<file path="config.mk">
export PLATFORM = sky130hd
export DESIGN_NAME = pin_ctrl
export DESIGN_NICKNAME = d
export VERILOG_FILES = /design/src/hdl/pin_ctrl_pkg.sv /design/src/hdl/pin_debounce.sv /design/src/hdl/pin_ctrl.sv
export VERILOG_INCLUDE_DIRS = /design/src /design/src/hdl
export SDC_FILE = /design/constraint.sdc
export NUM_CORES = 1
export LEC_CHECK = 0
export ABC_AREA = 1
export BUFFER_PORTS_ARGS = -buffer_cell sky130_fd_sc_hd__clkbuf_2
export CELL_PAD_IN_SITES_DETAIL_PLACEMENT = 1
export CELL_PAD_IN_SITES_GLOBAL_PLACEMENT = 2
export CORE_AREA = 4 4 134 123
export CTS_CLUSTER_SIZE = 40
export DETAILED_ROUTE_END_ITERATION = 16
export DIE_AREA = 0 0 138 127
export HOLD_SLACK_MARGIN = 0.15
export PLACE_DENSITY = 0.86
export SYNTH_ARGS = -nofsm -noshare
export SYNTH_HDL_FRONTEND = slang
export SYNTH_SLANG_ARGS = --single-unit
</file>
<file path="constraint.sdc">
create_clock -name sys_clk -period 2.35 [get_ports sys_clk]
set_clock_uncertainty 0.15 [all_clocks]
set_input_delay 0.235 -clock sys_clk [delete_from_list [all_inputs] [get_ports sys_clk]]
set_output_delay 0.235 -clock sys_clk [all_outputs]
set_load 0.05 [all_outputs]
</file>
<file path="src/hdl/pin_ctrl_defines.svh">
// Offsets, field positions, reset values and timing counts of the pin control block
`ifndef PIN_CTRL_DEFINES_SVH
`define PIN_CTRL_DEFINES_SVH

// Register index of the pin control register; byte address is four times it
`define PIN_CTRL_IDX 16'h4041
`define PIN_CTRL_ADDR 18'h10104
`define IRQ_STATUS_ADDR 18'h10108
`define IRQ_MASK_ADDR 18'h1010c
`define PIN_STATE_ADDR 18'h10110
`define ADDR_W 18

`define FLD_DIR 15
`define FLD_PULL_HI 14
`define FLD_PULL_LO 13
`define FLD_IRQ_MODE 12
`define FLD_SUPPLY 11
`define FLD_POL 10
`define FLD_OD 9
`define FLD_ENA 7
`define FLD_FN_HI 3
`define FLD_FN_LO 0
`define PIN_CTRL_RESET 16'ha400
`define PIN_CTRL_WMASK 16'hfe8f

`define PULL_NONE 2'h0
`define PULL_DOWN 2'h1
`define PULL_UP 2'h2

// Long de-bounce: 10 ms at 25 MHz, in whole cycles (least time, rounded up)
`define DEB_LONG_US 10000
`define SYS_CLK_MHZ 25
`define DEB_LONG_CYC ((`DEB_LONG_US * `SYS_CLK_MHZ))
`define DEB_CNT_W 18

`endif

</file>
<file path="src/hdl/pin_ctrl_pkg.sv">
// Types shared by the pin control block
package pin_ctrl_pkg;

    typedef enum logic [1:0] {
        BUS_IDLE,
        BUS_WRITE,
        BUS_READ
    } bus_phase_t;

    typedef struct packed {
        logic [15:0] ctrl;
        logic [3:0] irq_status;
        logic [3:0] irq_mask;
        bus_phase_t phase;
        logic [17:0] addr;
        logic [31:0] rdata;
        logic level_prev;
        logic pin_out;
        logic pin_oe;
    } top_state_t;

    typedef struct packed {
        logic stable;
        logic [17:0] count;
    } deb_state_t;

endpackage

</file>
<file path="src/hdl/pin_debounce.sv">
// Long de-bounce filter for the pin input
`timescale 1ns/1ps
`default_nettype none
`include "pin_ctrl_defines.svh"

module pin_debounce #(
    parameter logic [17:0] LONG_CYC = 18'(`DEB_LONG_CYC)
) (
    input wire logic sys_clk,
    input wire logic nrst,
    input wire logic raw_level,
    output logic filt_level
);
    pin_ctrl_pkg::deb_state_t s_q;
    pin_ctrl_pkg::deb_state_t s_d;

    always_comb begin
        s_d = s_q;
        if (raw_level == s_q.stable) begin
            s_d.count = '0;
        end else if (s_q.count >= LONG_CYC - 18'h1) begin
            s_d.stable = raw_level; // [RQ17]
            s_d.count = '0;
        end else begin
            s_d.count = s_q.count + 18'h1;
        end
    end

    always_ff @(posedge sys_clk or negedge nrst) begin
        if (!nrst) begin
            s_q <= '0;
        end else begin
            s_q <= s_d;
        end
    end

    assign filt_level = s_q.stable;

    chk_filter_holds: assert property (@(posedge sys_clk) disable iff (!nrst) // [RQ17]
        (raw_level == s_q.stable) |=> $stable(s_q.stable))
        else $error("filtered level changed without a pending difference");
endmodule // pin_debounce
`default_nettype wire

</file>
<file path="src/hdl/pin_ctrl.sv">
// Control logic for one general-purpose pin with AHB-Lite registers
//
// Local design decision: the AHB-Lite slave port.
`timescale 1ns/1ps
`default_nettype none
`include "pin_ctrl_defines.svh"

// How it works
// [RQ1] Bit 15 direction; bit 9 open drain
// [RQ2] Bits 14:13 choose pull resistor
// [RQ3] Mode 0: edge picked by polarity
// [RQ4] Mode 1: interrupt on both edges
// [RQ5] Bit 11 selects pad supply domain
// [RQ6] Bit 10 zero inverts the pin
// [RQ7] Bit 7 zero keeps pin tri-stated
// [RQ8] Input code 0 debounced, 1 raw
// [RQ9] Input codes 2-6 are power requests
// [RQ10] Code 7 watchdog, 8-9 voltage scaling
// [RQ11] Codes 10-15 hardware enable/control inputs
// [RQ12] Output codes 0-4: software, osc, states
// [RQ13] Output codes 5-7 reserved for software
// [RQ14] Output codes 8-9 scaling done flags
// [RQ15] Output codes 10-13 enables and supply flags
// [RQ16] Code 14 2MHz clock, 15 aux reset
// [RQ17] Direction picks table; fixed long filter
module pin_ctrl #(
    parameter logic [17:0] DEB_LONG_CYC = 18'(`DEB_LONG_CYC)
) (
    input wire logic sys_clk,
    input wire logic nrst,
    input wire logic hsel,
    input wire logic [31:0] haddr,
    input wire logic [1:0] htrans,
    input wire logic hwrite,
    input wire logic [2:0] hsize,
    input wire logic [31:0] hwdata,
    input wire logic hready,
    output logic [31:0] hrdata,
    output logic hreadyout,
    output logic hresp,
    input wire logic pin_in,
    output logic pin_out,
    output logic pin_oe,
    output logic pull_up_en,
    output logic pull_down_en,
    output logic pad_supply_select,
    input wire logic sw_out_value,
    input wire logic osc_32k,
    input wire logic on_state,
    input wire logic sleep_state,
    input wire logic power_state_change,
    input wire logic dvs_done_one,
    input wire logic dvs_done_two,
    input wire logic ext_power_en_one,
    input wire logic ext_power_en_two,
    input wire logic system_supply_good,
    input wire logic converter_power_good,
    input wire logic ext_power_clk_2m,
    input wire logic aux_reset,
    output logic gpio_level,
    output logic on_off_req,
    output logic sleep_wake_req,
    output logic sleep_req,
    output logic power_on_req,
    output logic watchdog_reset_in,
    output logic voltage_scale_select_one,
    output logic voltage_scale_select_two,
    output logic hw_enable_one,
    output logic hw_enable_two,
    output logic hw_control_one,
    output logic hw_control_two,
    output logic irq
);
    // ------------------------------------------------------------
    // State and decode helpers
    // ------------------------------------------------------------
    pin_ctrl_pkg::top_state_t s_q;
    pin_ctrl_pkg::top_state_t s_d;
    logic [15:0] ctrl;
    logic [3:0] fn;
    logic is_input;
    logic in_raw;
    logic in_deb;
    logic in_active;
    logic in_level;
    logic rise;
    logic fall;
    logic edge_evt;
    logic mapped;
    logic [31:0] read_mux;
    logic out_src;
    logic out_active;
    logic [11:0] req_vec;

    // Long filter on debounced functions only
    function automatic logic uses_long(input logic [3:0] code);
        return code == 4'h0 || code == 4'h4 || code == 4'he || code == 4'hf;
    endfunction

    function automatic logic is_mapped(input logic [17:0] a);
        return a == `PIN_CTRL_ADDR || a == `IRQ_STATUS_ADDR
            || a == `IRQ_MASK_ADDR || a == `PIN_STATE_ADDR;
    endfunction

    assign ctrl = s_q.ctrl;
    assign fn = ctrl[`FLD_FN_HI:`FLD_FN_LO];
    assign is_input = ctrl[`FLD_DIR]; // [RQ17]

    // ------------------------------------------------------------
    // Input path
    // ------------------------------------------------------------
    // Pad treated as synchronous to sys_clk; no resampling stage
    assign in_raw = pin_in ~^ ctrl[`FLD_POL]; // [RQ6]

    pin_debounce #(
        .LONG_CYC(DEB_LONG_CYC)
    ) u_deb (
        .sys_clk(sys_clk),
        .nrst(nrst),
        .raw_level(in_raw),
        .filt_level(in_deb)
    );

    assign in_level = uses_long(fn) ? in_deb : in_raw; // [RQ8]
    assign in_active = ctrl[`FLD_ENA] && is_input && in_level;

    always_comb begin
        gpio_level = ctrl[`FLD_ENA] && is_input && fn <= 4'h1 && in_level; // [RQ8]
        on_off_req = in_active && fn == 4'h2; // [RQ9]
        sleep_wake_req = in_active && (fn == 4'h3 || fn == 4'h4); // [RQ9]
        sleep_req = in_active && fn == 4'h5; // [RQ9]
        power_on_req = in_active && fn == 4'h6; // [RQ9]
        watchdog_reset_in = in_active && fn == 4'h7; // [RQ10]
        voltage_scale_select_one = in_active && fn == 4'h8; // [RQ10]
        voltage_scale_select_two = in_active && fn == 4'h9; // [RQ10]
        hw_enable_one = in_active && fn == 4'ha; // [RQ11]
        hw_enable_two = in_active && fn == 4'hb; // [RQ11]
        hw_control_one = in_active && (fn == 4'hc || fn == 4'he); // [RQ11]
        hw_control_two = in_active && (fn == 4'hd || fn == 4'hf); // [RQ11]
    end

    assign req_vec = {gpio_level, hw_control_two, hw_control_one, hw_enable_two, hw_enable_one,
        voltage_scale_select_two, voltage_scale_select_one, watchdog_reset_in, power_on_req,
        sleep_req, sleep_wake_req, on_off_req};

    // Polarity is already in the level, so its rise is the active pin edge
    assign rise = in_level && !s_q.level_prev;
    assign fall = !in_level && s_q.level_prev;
    assign edge_evt = ctrl[`FLD_ENA] && is_input
        && (ctrl[`FLD_IRQ_MODE] ? (rise || fall) // [RQ4]
            : rise); // [RQ3]

    // ------------------------------------------------------------
    // Output path
    // ------------------------------------------------------------
    always_comb begin
        case (fn) // [RQ12]
            4'h0: out_src = sw_out_value;
            4'h1: out_src = osc_32k;
            4'h2: out_src = on_state;
            4'h3: out_src = sleep_state;
            4'h4: out_src = power_state_change;
            4'h8: out_src = dvs_done_one; // [RQ14]
            4'h9: out_src = dvs_done_two; // [RQ14]
            4'ha: out_src = ext_power_en_one; // [RQ15]
            4'hb: out_src = ext_power_en_two; // [RQ15]
            4'hc: out_src = system_supply_good; // [RQ15]
            4'hd: out_src = converter_power_good; // [RQ15]
            4'he: out_src = ext_power_clk_2m; // [RQ16]
            4'hf: out_src = aux_reset; // [RQ16]
            // Reserved codes drive a quiet inactive level
            default: out_src = 1'b0; // [RQ13]
        endcase
    end

    assign out_active = out_src ~^ ctrl[`FLD_POL]; // [RQ6]

    // ------------------------------------------------------------
    // Bus and state update
    // ------------------------------------------------------------
    assign mapped = is_mapped(haddr[`ADDR_W-1:0]) && haddr[31:`ADDR_W] == '0;

    always_comb begin
        read_mux = '0;
        case (haddr[`ADDR_W-1:0])
            `PIN_CTRL_ADDR: read_mux = {16'h0, ctrl};
            `IRQ_STATUS_ADDR: read_mux = {28'h0, s_q.irq_status};
            `IRQ_MASK_ADDR: read_mux = {28'h0, s_q.irq_mask};
            `PIN_STATE_ADDR: read_mux = {30'h0, pin_in, in_level};
            default: read_mux = '0;
        endcase
    end

    always_comb begin
        s_d = s_q;
        s_d.level_prev = in_level;
        case (s_q.phase)
            pin_ctrl_pkg::BUS_WRITE: begin
                if (s_q.addr == `PIN_CTRL_ADDR) begin
                    s_d.ctrl = hwdata[15:0] & `PIN_CTRL_WMASK;
                end
                if (s_q.addr == `IRQ_MASK_ADDR) begin
                    s_d.irq_mask = hwdata[3:0];
                end
                if (s_q.addr == `IRQ_STATUS_ADDR) begin
                    s_d.irq_status = s_q.irq_status & ~hwdata[3:0];
                end
            end
            default: ;
        endcase
        // Set after clear: an edge in the clearing cycle survives
        if (edge_evt) begin
            s_d.irq_status[0] = 1'b1; // [RQ3]
        end
        s_d.phase = pin_ctrl_pkg::BUS_IDLE;
        s_d.rdata = '0;
        if (hsel && hready && htrans[1]) begin
            s_d.addr = haddr[`ADDR_W-1:0];
            if (!mapped) begin
                s_d.phase = pin_ctrl_pkg::BUS_IDLE;
            end else if (hwrite) begin
                s_d.phase = pin_ctrl_pkg::BUS_WRITE;
            end else begin
                s_d.phase = pin_ctrl_pkg::BUS_READ;
                s_d.rdata = read_mux;
            end
        end
        // Registered pad drive; tri-state unless enabled as an output
        s_d.pin_oe = 1'b0;
        s_d.pin_out = 1'b0;
        if (ctrl[`FLD_ENA] && !is_input) begin // [RQ7]
            if (ctrl[`FLD_OD]) begin // [RQ1]
                s_d.pin_oe = !out_active;
            end else begin
                s_d.pin_oe = 1'b1;
                s_d.pin_out = out_active;
            end
        end
    end

    always_ff @(posedge sys_clk or negedge nrst) begin
        if (!nrst) begin
            s_q <= '{ctrl: `PIN_CTRL_RESET, phase: pin_ctrl_pkg::BUS_IDLE, default: '0};
        end else begin
            s_q <= s_d;
        end
    end

    assign hrdata = s_q.rdata;
    assign hreadyout = 1'b1;
    assign hresp = 1'b0;
    assign pin_out = s_q.pin_out;
    assign pin_oe = s_q.pin_oe;
    // Reserved pull code 11 drives neither resistor
    assign pull_down_en = ctrl[`FLD_ENA] && ctrl[14:13] == `PULL_DOWN; // [RQ2]
    assign pull_up_en = ctrl[`FLD_ENA] && ctrl[14:13] == `PULL_UP; // [RQ2]
    assign pad_supply_select = ctrl[`FLD_SUPPLY]; // [RQ5]
    assign irq = |(s_q.irq_status & s_q.irq_mask);

    // ------------------------------------------------------------
    // Checks
    // ------------------------------------------------------------
    chk_tristate_off: assert property (@(posedge sys_clk) disable iff (!nrst) // [RQ7]
        !ctrl[`FLD_ENA] |=> !pin_oe)
        else $error("pin driven while disabled");
    chk_input_no_drive: assert property (@(posedge sys_clk) disable iff (!nrst) // [RQ1]
        is_input |=> !pin_oe)
        else $error("input pin driven");
    chk_od_no_high: assert property (@(posedge sys_clk) disable iff (!nrst) // [RQ1]
        pin_oe && $past(ctrl[`FLD_OD]) |-> !pin_out)
        else $error("open drain drove high");
    chk_cmos_follows: assert property (@(posedge sys_clk) disable iff (!nrst) // [RQ12]
        ctrl[`FLD_ENA] && !is_input && !ctrl[`FLD_OD] && fn == 4'h0 && ctrl[`FLD_POL]
        && $stable(ctrl) |=> pin_oe && pin_out == $past(sw_out_value))
        else $error("software value not driven");
    chk_both_edges: assert property (@(posedge sys_clk) disable iff (!nrst) // [RQ4]
        ctrl[`FLD_ENA] && is_input && ctrl[`FLD_IRQ_MODE] && in_level != s_q.level_prev
        |=> s_q.irq_status[0])
        else $error("edge lost");
    chk_one_edge: assert property (@(posedge sys_clk) disable iff (!nrst) // [RQ3]
        !ctrl[`FLD_IRQ_MODE] && fall |-> !edge_evt)
        else $error("inactive edge raised interrupt");
    chk_active_edge: assert property (@(posedge sys_clk) disable iff (!nrst) // [RQ3]
        ctrl[`FLD_ENA] && is_input && !ctrl[`FLD_IRQ_MODE] && rise |=> s_q.irq_status[0])
        else $error("active edge lost");
    chk_pull_exclusive: assert property (@(posedge sys_clk) disable iff (!nrst) // [RQ2]
        !(pull_up_en && pull_down_en))
        else $error("both pull resistors on");
    chk_disabled_quiet: assert property (@(posedge sys_clk) disable iff (!nrst) // [RQ7]
        !ctrl[`FLD_ENA] |-> !pull_up_en && !pull_down_en && req_vec == 12'h0 && !edge_evt)
        else $error("disabled pin active");
    chk_output_no_req: assert property (@(posedge sys_clk) disable iff (!nrst) // [RQ17]
        !is_input |-> req_vec == 12'h0)
        else $error("request from output pin");
    chk_one_request: assert property (@(posedge sys_clk) disable iff (!nrst) // [RQ17]
        $onehot0(req_vec))
        else $error("several requests at once");
    chk_od_drives_low: assert property (@(posedge sys_clk) disable iff (!nrst) // [RQ1]
        ctrl[`FLD_ENA] && !is_input && ctrl[`FLD_OD] && !out_active
        |=> pin_oe && !pin_out)
        else $error("open drain not pulling low");
    chk_cmos_inverted: assert property (@(posedge sys_clk) disable iff (!nrst) // [RQ6]
        ctrl[`FLD_ENA] && !is_input && !ctrl[`FLD_OD] && !ctrl[`FLD_POL] && fn == 4'h0
        |=> pin_oe && pin_out == !$past(sw_out_value))
        else $error("inverted output wrong");
    chk_raw_code: assert property (@(posedge sys_clk) disable iff (!nrst) // [RQ8]
        ctrl[`FLD_ENA] && is_input && fn == 4'h1 |-> gpio_level == in_raw)
        else $error("unfiltered input not direct");
    chk_long_code: assert property (@(posedge sys_clk) disable iff (!nrst) // [RQ8]
        ctrl[`FLD_ENA] && is_input && fn == 4'h0 |-> gpio_level == in_deb)
        else $error("filtered input bypassed");
    chk_sleep_route: assert property (@(posedge sys_clk) disable iff (!nrst) // [RQ9]
        sleep_req |-> is_input && fn == 4'h5)
        else $error("sleep request on wrong code");
    chk_irq_level: assert property (@(posedge sys_clk) disable iff (!nrst)
        !(s_q.irq_status[0] && s_q.irq_mask[0]) |-> !irq)
        else $error("interrupt without cause");

    // ------------------------------------------------------------
    // Bus checks
    // ------------------------------------------------------------
    chk_write_lands: assert property (@(posedge sys_clk) disable iff (!nrst)
        s_q.phase == pin_ctrl_pkg::BUS_WRITE && s_q.addr == `PIN_CTRL_ADDR
        |=> ctrl == ($past(hwdata[15:0]) & `PIN_CTRL_WMASK))
        else $error("control write not stored");
    chk_rdata_idle: assert property (@(posedge sys_clk) disable iff (!nrst)
        s_q.phase != pin_ctrl_pkg::BUS_READ |-> hrdata == 32'h0)
        else $error("read data outside data phase");
    chk_unmapped_read: assert property (@(posedge sys_clk) disable iff (!nrst)
        hsel && hready && htrans[1] && !hwrite && !mapped |=> hrdata == 32'h0)
        else $error("unmapped read not zero");
    chk_status_upper: assert property (@(posedge sys_clk) disable iff (!nrst)
        s_q.irq_status[3:1] == 3'h0)
        else $error("unused status bit set");
    chk_masked_bits: assert property (@(posedge sys_clk) disable iff (!nrst)
        ctrl[8] == 1'b0 && ctrl[6:4] == 3'h0)
        else $error("reserved control bit set");

    // ------------------------------------------------------------
    // Coverage
    // ------------------------------------------------------------
    cov_edge_irq: cover property (@(posedge sys_clk) disable iff (!nrst) edge_evt ##1 irq);
    cov_od_drive: cover property (@(posedge sys_clk) disable iff (!nrst)
        pin_oe && ctrl[`FLD_OD]);
    cov_write_ctrl: cover property (@(posedge sys_clk) disable iff (!nrst)
        s_q.phase == pin_ctrl_pkg::BUS_WRITE && s_q.addr == `PIN_CTRL_ADDR);
    cov_filter_flip: cover property (@(posedge sys_clk) disable iff (!nrst)
        $changed(in_deb));
    cov_both_edges: cover property (@(posedge sys_clk) disable iff (!nrst)
        ctrl[`FLD_IRQ_MODE] && fall && edge_evt);
endmodule // pin_ctrl
`default_nettype wire

</file>
# --- After elaboration in Yosys (flattened, before gate mapping) ---
# Cells that the tools add are included.
totals:
  word_cells: 113
  regBits: 94
  latchBits: 0
  ramBits: 0
  rom_bits: 0
  mem_count: 0
  out_inout_bits: 52
  inputBits: 88
classes:
  div: 0
  add_sub_neg: 1
  eq_ne: 26
  shifts: 0
  order_cmp: 2
  multipliers: 0
  bitwise_logic: 6
  n_mux: 18
  n_reduce_logical: 48
ops:
  columns: ["op", "count"]
  rows:
  - ["== test 18 x 17 -> 1 bit (second input constant)", 7]
  - ["case mux 16 bit (4 select lines)", 1]
  - ["2-to-1 mux 52 bit", 1]
  - ["2-to-1 mux 18 bit", 2]
  - ["== test 4 bit (second input constant)", 8]
  - ["2-to-1 mux 16 bit", 2]
  - ["logical AND 1 bit", 24]
  - ["adder 18 x 1 -> 18 bit (second input constant)", 1]
  - [">= comparator 18 bit (second input constant)", 1]
  - ["== test 4 x 3 -> 1 bit (second input constant)", 4]
  - ["zero test 14 bit", 1]
  - ["case mux 1 bit (13 select lines)", 1]
  - ["logical OR 1 bit", 10]
  - ["AND reduction 2 bit", 5]
  - ["AND 4 bit", 2]
  - ["== test 4 x 2 -> 1 bit (second input constant)", 2]
  - ["2-to-1 mux 1 bit", 6]
  - ["2-to-1 mux 2 bit", 3]
  - ["2-to-1 mux 5 bit", 1]
  - ["== test 2 x 1 -> 1 bit (second input constant)", 2]
  - ["== test 4 x 1 -> 1 bit (second input constant)", 1]
  - ["<= comparator 4 x 1 -> 1 bit (second input constant)", 1]
  - ["zero test 1 bit", 4]
  - ["zero test 4 bit", 1]
  - ["other kinds (8)", 10]

# --- Depth between registers and ports, before layout ---
# Gate-level depths: netlist of run 1.
depth:
  ltp_word: 12
  depth_mapped: 11
  depth_no_buf: 10

# --- Hierarchy ---
# Synthesis of run 1 repeated with hierarchy kept, for this count alone.
hier_totals:
  cells_unflattened: 540
  hier_area_um2: 4221.5
modules_own_cells:
  columns: ["module", "area_each_um2", "cells_per_inst", "seq_area_each_um2", "n_inst"]
  rows:
  - ["pin_ctrl", 3081.7, 396, 1380.1, 1]
  - ["pin_debounce", 1139.8, 144, 475.5, 1]

# --- Worst setup path after synthesis of run 1 ---
# OpenSTA, ideal clock, no wires.
synth_timing:
  kind: "flip-flop to output port"
  from: "reg s_q (netlist bit ctrl[1])"
  to: "out gpio_level"
  arrival_time_ns: 2.560
  required_time_ns: 1.965
  n_path_buf: 1
  path_stages_with_launch: 9
  slack_ns: -0.595
  path_cell_list: "dfrtp_1 > buf_2 > inv_1 > nand2_1 > nand2_1 > o21ai_2 > o21ai_2 > nand2_4 > nor4_1"
synth_between:
  elab_chain_len: 6
  elab_cells_between_ends: 11
  cone_classes: "order compare: 1; eq/ne: 3; mux: 1; reduce/logical: 6"
synth_lines:
  columns: ["item", "line_no", "source"]
  rows:
  - ["from (decl)", "pin_ctrl.sv:77", "pin_ctrl_pkg::top_state_t s_q;"]
  - ["from (signal assigned)", "pin_ctrl.sv:243", "s_q <= '{ctrl: `PIN_CTRL_RESET, phase: pin_ctrl_pkg::BUS_IDLE, default: '0};"]
  - ["from (signal assigned)", "pin_ctrl.sv:245", "s_q <= s_d;"]
  - ["== test 4 x 3 -> 1 bit / zero test 4 bit (equally long branches)", "pin_ctrl.sv:97", "return code == 4'h0 || code == 4'h4 || code == 4'he || code == 4'hf;"]
  - ["logical OR 1 bit (2 in a row)", "pin_ctrl.sv:97", null]
  - ["logical OR 1 bit (*)", "pin_ctrl.sv:97", null]
  - ["2-to-1 mux 1 bit (*)", "pin_ctrl.sv:124", "assign in_level = uses_long(fn) ? in_deb : in_raw;"]
  - ["net in_level", "pin_ctrl.sv:85", "logic in_level;"]
  - ["logical AND 1 bit (*)", "pin_ctrl.sv:128", "gpio_level = ctrl[`FLD_ENA] && is_input && fn <= 4'h1 && in_level;"]
  - ["to (decl)", "pin_ctrl.sv:60", "output logic gpio_level,"]
# The timed path passes the listed nets; every way through them passes the cells marked *.

# --- Worst setup path in the final report of run 1 ---
layout_timing:
  from: "reg s_q (netlist bit ctrl[10])"
  to: "out voltage_scale_select_one"
layout_between:
  elab_chain_len: 4
layout_lines:
  columns: ["item", "line_no", "source"]
  rows:
  - ["bitwise XNOR 1 bit", "pin_ctrl.sv:113", "assign in_raw = pin_in ~^ ctrl[`FLD_POL];"]
  - ["2-to-1 mux 1 bit", "pin_ctrl.sv:124", null]
  - ["net in_level", "pin_ctrl.sv:85", null]
  - ["logical AND 1 bit", "pin_ctrl.sv:125", "assign in_active = ctrl[`FLD_ENA] && is_input && in_level;"]
  - ["logical AND 1 bit", "pin_ctrl.sv:134", "voltage_scale_select_one = in_active && fn == 4'h8;"]
  - ["to (decl)", "pin_ctrl.sv:66", "output logic voltage_scale_select_one,"]
# The timed path passes the listed nets, and every way through them passes these cells.

==> results.sh, run 1 <==
export IMPL_worstHoldStart="haddr[19]"
export IMPL_synth_cells=542
export IMPL_first_pass_grt_wire_length_um=19600
export IMPL_fmaxAchievable_ghz=0.424
export IMPL_routed_wl_um=11800
export IMPL_count_of_yosys_warnings_during_synthesis=0
export IMPL_worst_path_max_delay_cell="sky130_fd_sc_hd__dfstp_2"
export IMPL_core_area_um2=15200
export IMPL_synthesis_area_um2=4180
export IMPL_synth_top_cell_area_share_pct=42.5
export IMPL_finalWeightedCongestion=0.864
export IMPL_timing_final_crit_period_ns=2.36
export IMPL_slew_viol_final=0
export IMPL_grt_setup_unrepaired="yes"
export IMPL_route_detailed_drc=0
export IMPL_initial_core_util_pct=27.5
export IMPL_cts_buffer_depth=2
export IMPL_timing_critical_path_arrival_ns=1.97
export IMPL_synthDistinctLibCells=36
export IMPL_insertedDiodeCount=0
export IMPL_setup_slack_ns=-0.00576
export IMPL_first_pass_iters=4
export IMPL_chipWidth_um=138
export IMPL_cts_max_level=3
export IMPL_cts_root_buffer="sky130_fd_sc_hd__clkbuf_16"
export IMPL_final_hold_violation_count=0
export IMPL_worst_path_required_time_ns=1.97
export IMPL_antenna_violating_nets_post_route=0
export IMPL_synthesis_to_finish_area_growth_pct=35.4
export IMPL_die_height_um=127
export IMPL_setup_violations_final=1
export IMPL_clk_pin_slew_ns=0.07
export IMPL_worst_path_largest_cell_delay_ns=0.61
export IMPL_synth_ff_latch_count=74
export IMPL_critical_path_reg2reg_startpoint="ctrl[10]"
export IMPL_worstSkewPairLatency_ns=0.34
export IMPL_tritoncts="done"
export IMPL_drt_wirelength_per_cell_um=13.3
export IMPL_syn_avg_cell_area_um2=7.71
export IMPL_largest_voltage_drop_on_the_vdd_net_uv=315
export IMPL_top_cells_by_area_in_the_synthesized_netlist="sky130_fd_sc_hd__dfrtp_1 (43%), sky130_fd_sc_hd__nand2_1 (8.7%), sky130_fd_sc_hd__inv_1 (7.7%)"
export IMPL_p_leak_uw=0.00292
export IMPL_detailed_place_hpwl_um=8910
export IMPL_grt_start_max_net_pins=41
export IMPL_total_overflow_reported_by_the_global_router=0
export IMPL_worst_path_max_fanout=7
export IMPL_clock_sinks=74
export IMPL_failed_checks="negative setup slack"
export IMPL_area_of_the_die_um2=17500
export IMPL_power_per_cell_area_nw_per_um2=544
export IMPL_first_global_vias=4129
export IMPL_run_status="complete, but fails checks"
export IMPL_setup_tns_ns=-0.00576
export IMPL_timing_hold_worst_class="input pin to register"
export IMPL_dr_total_vias=3867
export IMPL_route_detailed_vias_per_inst=4.36
export IMPL_crit_chain="xnor2_4, nand2_2, o21ai_4, nand2_4, nor4_4, clkbuf_8"
export IMPL_drv_cap=0
export IMPL_io_pin_count=140
export IMPL_cp_startpoint="ctrl[10]"
export IMPL_worstSetupPathType="register to output pin"
export IMPL_tritoncts_num_buffers=9
export IMPL_fin_area_um2=5650
export IMPL_initial_antenna_violation_count=0
export IMPL_std_cell_rows=43
export IMPL_layout_cell_share_with_drive_strength_beyond_1_pct=26.3
export IMPL_placedInstanceArea_um2=4770
export IMPL_io_buffers=93
export IMPL_grt_usage_pct=13.5
export IMPL_synth_top_cell_by_area="sky130_fd_sc_hd__dfrtp_1"
export IMPL_fin_nets=769
export IMPL_post_route_period_util_pct=100
export IMPL_drtIter0Drc=110
export IMPL_seq_area_frac_synth_pct=44.4
export IMPL_crit_path_start_kind="register"
export IMPL_crit_path_end_kind="output pin"
-- area by class of cell --
type | count | area (um^2)
Tap cell | 202 | 253
Timing Repair Buffer | 150 | 1050
Fill cell | 1902 | 9520
Sequential cell | 74 | 1860
Inverter | 86 | 323
Clock inverter | 6 | 67.6
Multi-Input combinational cell | 358 | 1870
Clock buffer | 10 | 229
-- worst max-delay path: cells and delay by family, from the launching register on --
kind            cells  cell delay, ns
flops               1            0.61
buf+inv             1            0.25
compound gates      1            0.09
xor+xnor            1            0.14
simple gates        3            0.55
-- synth_stat cells --
cell type,number
sky130_fd_sc_hd__nand2_1,97
sky130_fd_sc_hd__inv_1,86
sky130_fd_sc_hd__nor2_1,72
sky130_fd_sc_hd__dfrtp_1,71
sky130_fd_sc_hd__o21ai_0,37
sky130_fd_sc_hd__buf_4,35
sky130_fd_sc_hd__nand3_1,34
sky130_fd_sc_hd__nor3_1,16
sky130_fd_sc_hd__nand4_1,15
sky130_fd_sc_hd__a21oi_1,12
sky130_fd_sc_hd__nor2_2,11
sky130_fd_sc_hd__nor4_1,7
sky130_fd_sc_hd__xor2_1,7
sky130_fd_sc_hd__buf_2,4
sky130_fd_sc_hd__clkbuf_1,4
sky130_fd_sc_hd__mux2_2,4
sky130_fd_sc_hd__dfstp_2,3
sky130_fd_sc_hd__nand3_2,3
sky130_fd_sc_hd__conb_1,2
sky130_fd_sc_hd__ha_1,2
sky130_fd_sc_hd__nor2_4,2
sky130_fd_sc_hd__o21ai_1,2
sky130_fd_sc_hd__o21ai_2,2
sky130_fd_sc_hd__xnor2_1,2
sky130_fd_sc_hd__and2_4,1
sky130_fd_sc_hd__buf_6,1
sky130_fd_sc_hd__nand2_2,1
sky130_fd_sc_hd__nand2_4,1
sky130_fd_sc_hd__nand3_4,1
sky130_fd_sc_hd__nand3b_1,1
sky130_fd_sc_hd__nand4_2,1
sky130_fd_sc_hd__nor3_4,1
sky130_fd_sc_hd__o21bai_1,1
sky130_fd_sc_hd__o22ai_1,1
sky130_fd_sc_hd__or2_0,1
sky130_fd_sc_hd__xnor2_2,1
-- layout by cell type, fill, tap and decap left out, drive strengths merged --
cell type,instances
nand2,99
dfrtp,71
nand3b,1
nand4,16
o21bai,1
bufinv,1
conb,22
mux2,4
clkinvlp,2
o22ai,1
a21oi,12
nor4,7
clkinv,2
o21ai,41
dlygate4sd3,33
nor2,85
clkbuf,96
nand3,38
xnor2,3
buf,31
inv,87
dfstp,3
xor2,7
and2,1
ha,2
nor3,17
or2,1
-- registers in the layout (all words and copies together) (netlist names) --
signal and flops:
hrdata 12, u_deb.filt_level 1, ctrl 12, pin_out 1
s_q 29, u_deb.s_q 18, pin_oe 1
-- report_power, final --
part	leakage [uW]	switching [uW]	internal [uW]
sequential	0.000960	30.5	1330
clock	0.000139	550	826
combinational	0.00182	210	128
total	0.00292	790	2280
-- metal layers --
| layer | GRT usage (%) | routed length, um | part of all wire (%) |
|---|---|---|---|
| met1 | 17.1 | 5400 | 46 |
| met2 | 23.2 | 5830 | 49 |
| met3 | 3.11 | 429 | 3.6 |
| met4 | 4.07 | 167 | 1.4 |
| met5 | 0 | 0 | 0 |
-- cell families after synthesis --
kind of cell	Yosys count	share of synthesized area (%)
AO/OA/AOI/OAI	55	6.86
XOR/XNOR	10	2.28
multiplexers	4	1.08
adder cells (fa/ha/maj)	2	0.599
other	2	0.180
flip-flops	74	44.4
buffers and inverters	130	15.1
AND/OR/NAND/NOR	265	29.4
-- timing repair --
item	CTS	global route
endpoints found under the setup margin	7	13
hold buffers	33	1
pin swaps	1	10
setup buffers	1	13
resized for setup	13	35
hold endpoints to repair	110	1
-- stage by stage --
stage / total power, uW / cells / hold WS (ns) / util (%) / setup WS, ns
final: 3070 / 886 / 0.121 / 37.3 / -0.00576
after global routing: 3230 / 886 / 0.143 / 37.3 / -0.0743
after global placement: 1660 / 823 / 0.0736 / 31.4 / 0.275
after floorplan: 1580 / 562 / -0.211 / - / -0.260
after detailed placement: 1680 / 823 / 0.0792 / 31.4 / 0.225
after CTS: 3120 / 873 / 0.207 / 36.0 / -0.0475
-- path summary, 6_finish.rpt --
path | end | slack [ns] | cells past startpoint
max in group asynchronous | ctrl[13] | 1.14 | 3
hold / removal | s_q[53] | 0.12 | 6
min in group asynchronous | u_deb.s_q[7] | 0.27 | 2
hold reg to reg | s_q[35] | 0.34 | 2
setup / recovery | voltage_scale_select_one | -0.006 | 6
setup reg to reg | u_deb.s_q[6] | 0.23 | 5
(Power assumes the default switching activity.)
==> run 2: changes to the inputs <==
--- a/config.mk
+++ b/config.mk
@@ -10,12 +10,13 @@
 export BUFFER_PORTS_ARGS = -buffer_cell sky130_fd_sc_hd__clkbuf_2
 export CELL_PAD_IN_SITES_DETAIL_PLACEMENT = 1
 export CELL_PAD_IN_SITES_GLOBAL_PLACEMENT = 2
-export CORE_AREA = 4 4 134 123
+export CORE_AREA = 4 4 135 124
 export CTS_CLUSTER_SIZE = 40
 export DETAILED_ROUTE_END_ITERATION = 16
-export DIE_AREA = 0 0 138 127
+export DIE_AREA = 0 0 139 128
 export HOLD_SLACK_MARGIN = 0.15
-export PLACE_DENSITY = 0.86
+export PLACE_DENSITY = 0.85
 export SYNTH_ARGS = -nofsm -noshare
 export SYNTH_HDL_FRONTEND = slang
+export SYNTH_HIERARCHICAL = 1
 export SYNTH_SLANG_ARGS = --single-unit
==> run 2 against run 1 <==
Net effect: the run now ends clean; first-iteration DRC count rose by 38%; routed wire length rose by 1.9%; synthesized area rose by 1.1%; sequential share of layout area barely moved; final area barely moved; die area rose by 1.5%; worst hold slack improved by 0.085 ns; via count fell by 0.93%; total power rose by 0.52%; clock power barely moved; critical endpoint is now hw_enable_two; largest power group unchanged.
==> results.sh, run 2 <==
export IMPL_run_status="completed"
export IMPL_die_height_um=128
export IMPL_timing_critical_path_arrival_ns=1.89
export IMPL_regToRegEndpoint="s_q[59]"
export IMPL_stdcell_count=881
export IMPL_grt_usage_pct=13.9
export IMPL_cts_buffer_depth=2
export IMPL_initial_antenna_violation_count=0
export IMPL_total_overflow_reported_by_the_global_router=0
export IMPL_slew_viol_final=0
export IMPL_synth_compound_area_share_pct=5.78
export IMPL_synth_ff_latch_count=74
export IMPL_dpl_cell_count=819
export IMPL_initial_core_util_pct=27.6
export IMPL_synth_adder_area_share_pct=0.593
export IMPL_final_common_cell="sky130_fd_sc_hd__nand2_1"
export IMPL_top_cells_by_area_in_the_synthesized_netlist="sky130_fd_sc_hd__dfrtp_1 (42%), sky130_fd_sc_hd__nand2_1 (11%), sky130_fd_sc_hd__nor2_1 (6.8%)"
export IMPL_final_hold_violation_count=0
export IMPL_finalWeightedCongestion=0.785
export IMPL_io_buffers=93
export IMPL_filler_cell_count=1888
export IMPL_power_per_cell_area_nw_per_um2=546
export IMPL_insertedDiodeCount=0
export IMPL_timing_reg2reg_worst_path_depth=11
export IMPL_drv_cap=0
export IMPL_timing_hold_worst_class="input pin to register"
export IMPL_worstHoldStart="pin_in"
export IMPL_layout_cell_share_with_drive_strength_beyond_1_pct=30.3
export IMPL_timing_reg2reg_setup_slack_ns=0.34
export IMPL_detailed_place_hpwl_um=8920
export IMPL_grt_start_max_net_pins=40
export IMPL_clk_pin_slew_ns=0.05
export IMPL_worst_path_max_fanout=6
export IMPL_mux_contribution_to_synthesized_area_pct=1.60
export IMPL_std_cell_rows=43
export IMPL_synth_edff_count=0
export IMPL_tritoncts="done"
export IMPL_top_cells_by_count_synth="sky130_fd_sc_hd__nand2_1 (127), sky130_fd_sc_hd__nor2_1 (76), sky130_fd_sc_hd__dfrtp_1 (71)"
export IMPL_hold_path_endpoint="u_deb/filt_level"
export IMPL_drt_wirelength_per_cell_um=13.7
export IMPL_synth_top_family_by_area="simple AND/OR/NAND/NOR gates"
export IMPL_fin_nets=764
export IMPL_tritoncts_num_buffers=9
export IMPL_routed_wl_um=12000
export IMPL_crit_path_end_kind="output pin"
export IMPL_synth_top_cell_area_share_pct=42.1
export IMPL_largest_voltage_drop_on_the_vdd_net_uv=385
export IMPL_worstHoldPathCells=4
export IMPL_worst_pin_slew_ns=0.521
export IMPL_synthDistinctLibCells=37
export IMPL_area_of_the_die_um2=17800
export IMPL_route_detailed_drc=0
export IMPL_drtIter0Drc=152
export IMPL_seq_area_frac_synth_pct=44.0
export IMPL_cts_max_level=3
export IMPL_chipWidth_um=139
export IMPL_mostFrequentLayoutCells="sky130_fd_sc_hd__nand2_1 (126), sky130_fd_sc_hd__clkbuf_2 (81), sky130_fd_sc_hd__nor2_1 (72)"
export IMPL_synthesis_area_um2=4220
export IMPL_largestRegisters="s_q (29), u_deb/s_q (18)"
export IMPL_yosys_cell_count_top_type="sky130_fd_sc_hd__nand2_1"
export IMPL_synth_main_ff_cell="sky130_fd_sc_hd__dfrtp_1"
export IMPL_setup_violations_final=0
export IMPL_synthesis_to_finish_area_growth_pct=34.0
export IMPL_synth_top_cell_by_area="sky130_fd_sc_hd__dfrtp_1"
export IMPL_crit_path_start_kind="register"
export IMPL_clock_sinks=74
export IMPL_grt_setup_unrepaired="yes"
export IMPL_route_detailed_vias_per_inst=4.35
export IMPL_timing_final_crit_period_ns=2.28
export IMPL_maxSlewHeadroom_pct=65.2
export IMPL_placedInstanceArea_um2=4780
export IMPL_first_global_vias=4067
export IMPL_post_route_period_util_pct=96.8
export IMPL_core_area_um2=15300
export IMPL_setup_tns_ns=0
export IMPL_worst_path_required_time_ns=1.97
export IMPL_antenna_violating_nets_post_route=0
export IMPL_io_pin_count=140
export IMPL_finish_utilization_pct=37.0
export IMPL_syn_avg_cell_area_um2=7.82
export IMPL_power_uw=3090
export IMPL_worstSetupPathType="register to output pin"
export IMPL_yosys_area_share_xor_xnor_pct=2.28
export IMPL_critical_path_reg2reg_startpoint="ctrl[3]"
export IMPL_registers_top_by_ff_count="s_q"
export IMPL_fmaxAchievable_ghz=0.440
export IMPL_synth_cells=540
export IMPL_cts_root_buffer="sky130_fd_sc_hd__clkbuf_16"
export IMPL_fin_area_um2=5660
export IMPL_first_pass_iters=4
export IMPL_worstSkewPairLatency_ns=0.34
export IMPL_count_of_yosys_warnings_during_synthesis=6
export IMPL_first_pass_grt_wire_length_um=20000
export IMPL_postSynth_asyncResetShare_pct=100
export IMPL_p_leak_uw=0.00288
export IMPL_post_synth_and_or_nand_nor_area_fraction_pct=32.3
export IMPL_dr_total_vias=3831
export IMPL_number_of_flip_flops_in_the_largest_register=29
[run 2: changes by cell type after synthesis, moves of 5 or more]
cell,before,now
sky130_fd_sc_hd__inv_2,0,5
sky130_fd_sc_hd__nor2_2,11,26
sky130_fd_sc_hd__nand4_1,15,9
sky130_fd_sc_hd__inv_1,86,57
sky130_fd_sc_hd__nand2_1,97,127
sky130_fd_sc_hd__o21ai_1,2,15
sky130_fd_sc_hd__nor3_1,16,8
sky130_fd_sc_hd__o21ai_0,37,12
sky130_fd_sc_hd__nand3_1,34,24
[run 2: cell type report]
class,count,area [um^2],area share [%]
multi-input cells,378,1990,35.2
flip-flops and latches,74,1860,32.8
repair buffers,149,1030,18.2
well taps,202,253,4.47
inverters,62,233,4.12
clock buffers,10,229,4.05
clock inverters,6,65.1,1.15
[run 2: timing repair]
action	CTS	global route
gates resized for setup	10	38
hold buffers	34	0
endpoints found under the setup margin	12	13
pin swaps	1	9
buffers inserted	3	9
endpoints found under the hold margin	75	0
[run 2: metrics by stage]
step           hold WS, ns  worst slack [ns]
6_report             0.206            0.0748
3_5_place_dp         0.107             0.173
3_3_place_gp        0.0985             0.243
2_1_floorplan       -0.211            -0.572
5_1_grt              0.207           -0.0261
4_1_cts              0.193           0.00726
[run 2: per-layer routing]
metal | up-vias | track usage, % | share of wire [%]
li1 | 1894 | - | -
met5 | - | 0 | 0
met3 | 13 | 3.66 | 4.0
met2 | 87 | 24.1 | 49
met4 | 0 | 3.34 | 1.3
met1 | 1837 | 17.5 | 45
[run 2: cell families (layout without fill, tap and decap cells)]
logic type / Yosys count / after routing
simple gates: 293 / 293
xor+xnor: 11 / 11
buf+inv: 108 / 227
fa+ha+maj: 2 / 2
other cells: 2 / 22
mux: 6 / 6
compound gates: 44 / 44
flops: 74 / 74
[run 2: how the worst max path moves through the flow]
stage	start	endpoint	slack (ns)	depth (start not counted)
floorplan	ctrl[0]	gpio_level	-0.57	8
global placement	ctrl[3]	gpio_level	0.24	8
detailed placement	ctrl[3]	gpio_level	0.17	9
CTS	ctrl[10]	hw_control_two	0.007	6
global route	ctrl[1]	hw_enable_two	-0.03	9
finish	ctrl[1]	hw_enable_two	0.07	8
[run 2: where the power goes]
group	internal, uW	switching, uW	total [uW]
combinational	133	216	349
clock	824	555	1380
sequential	1330	30.9	1360
[run 2: worst max-delay path, stage by stage, from the launching register on]
cell and delay [ns]:
sky130_fd_sc_hd__dfrtp_2 0.42, sky130_fd_sc_hd__buf_4 0.15, sky130_fd_sc_hd__nor2_1 0.16, sky130_fd_sc_hd__o21ai_2 0.09
sky130_fd_sc_hd__nand2_2 0.11, sky130_fd_sc_hd__nand2_4 0.10, sky130_fd_sc_hd__buf_6 0.15, sky130_fd_sc_hd__nor4_4 0.14
sky130_fd_sc_hd__clkbuf_8 0.23
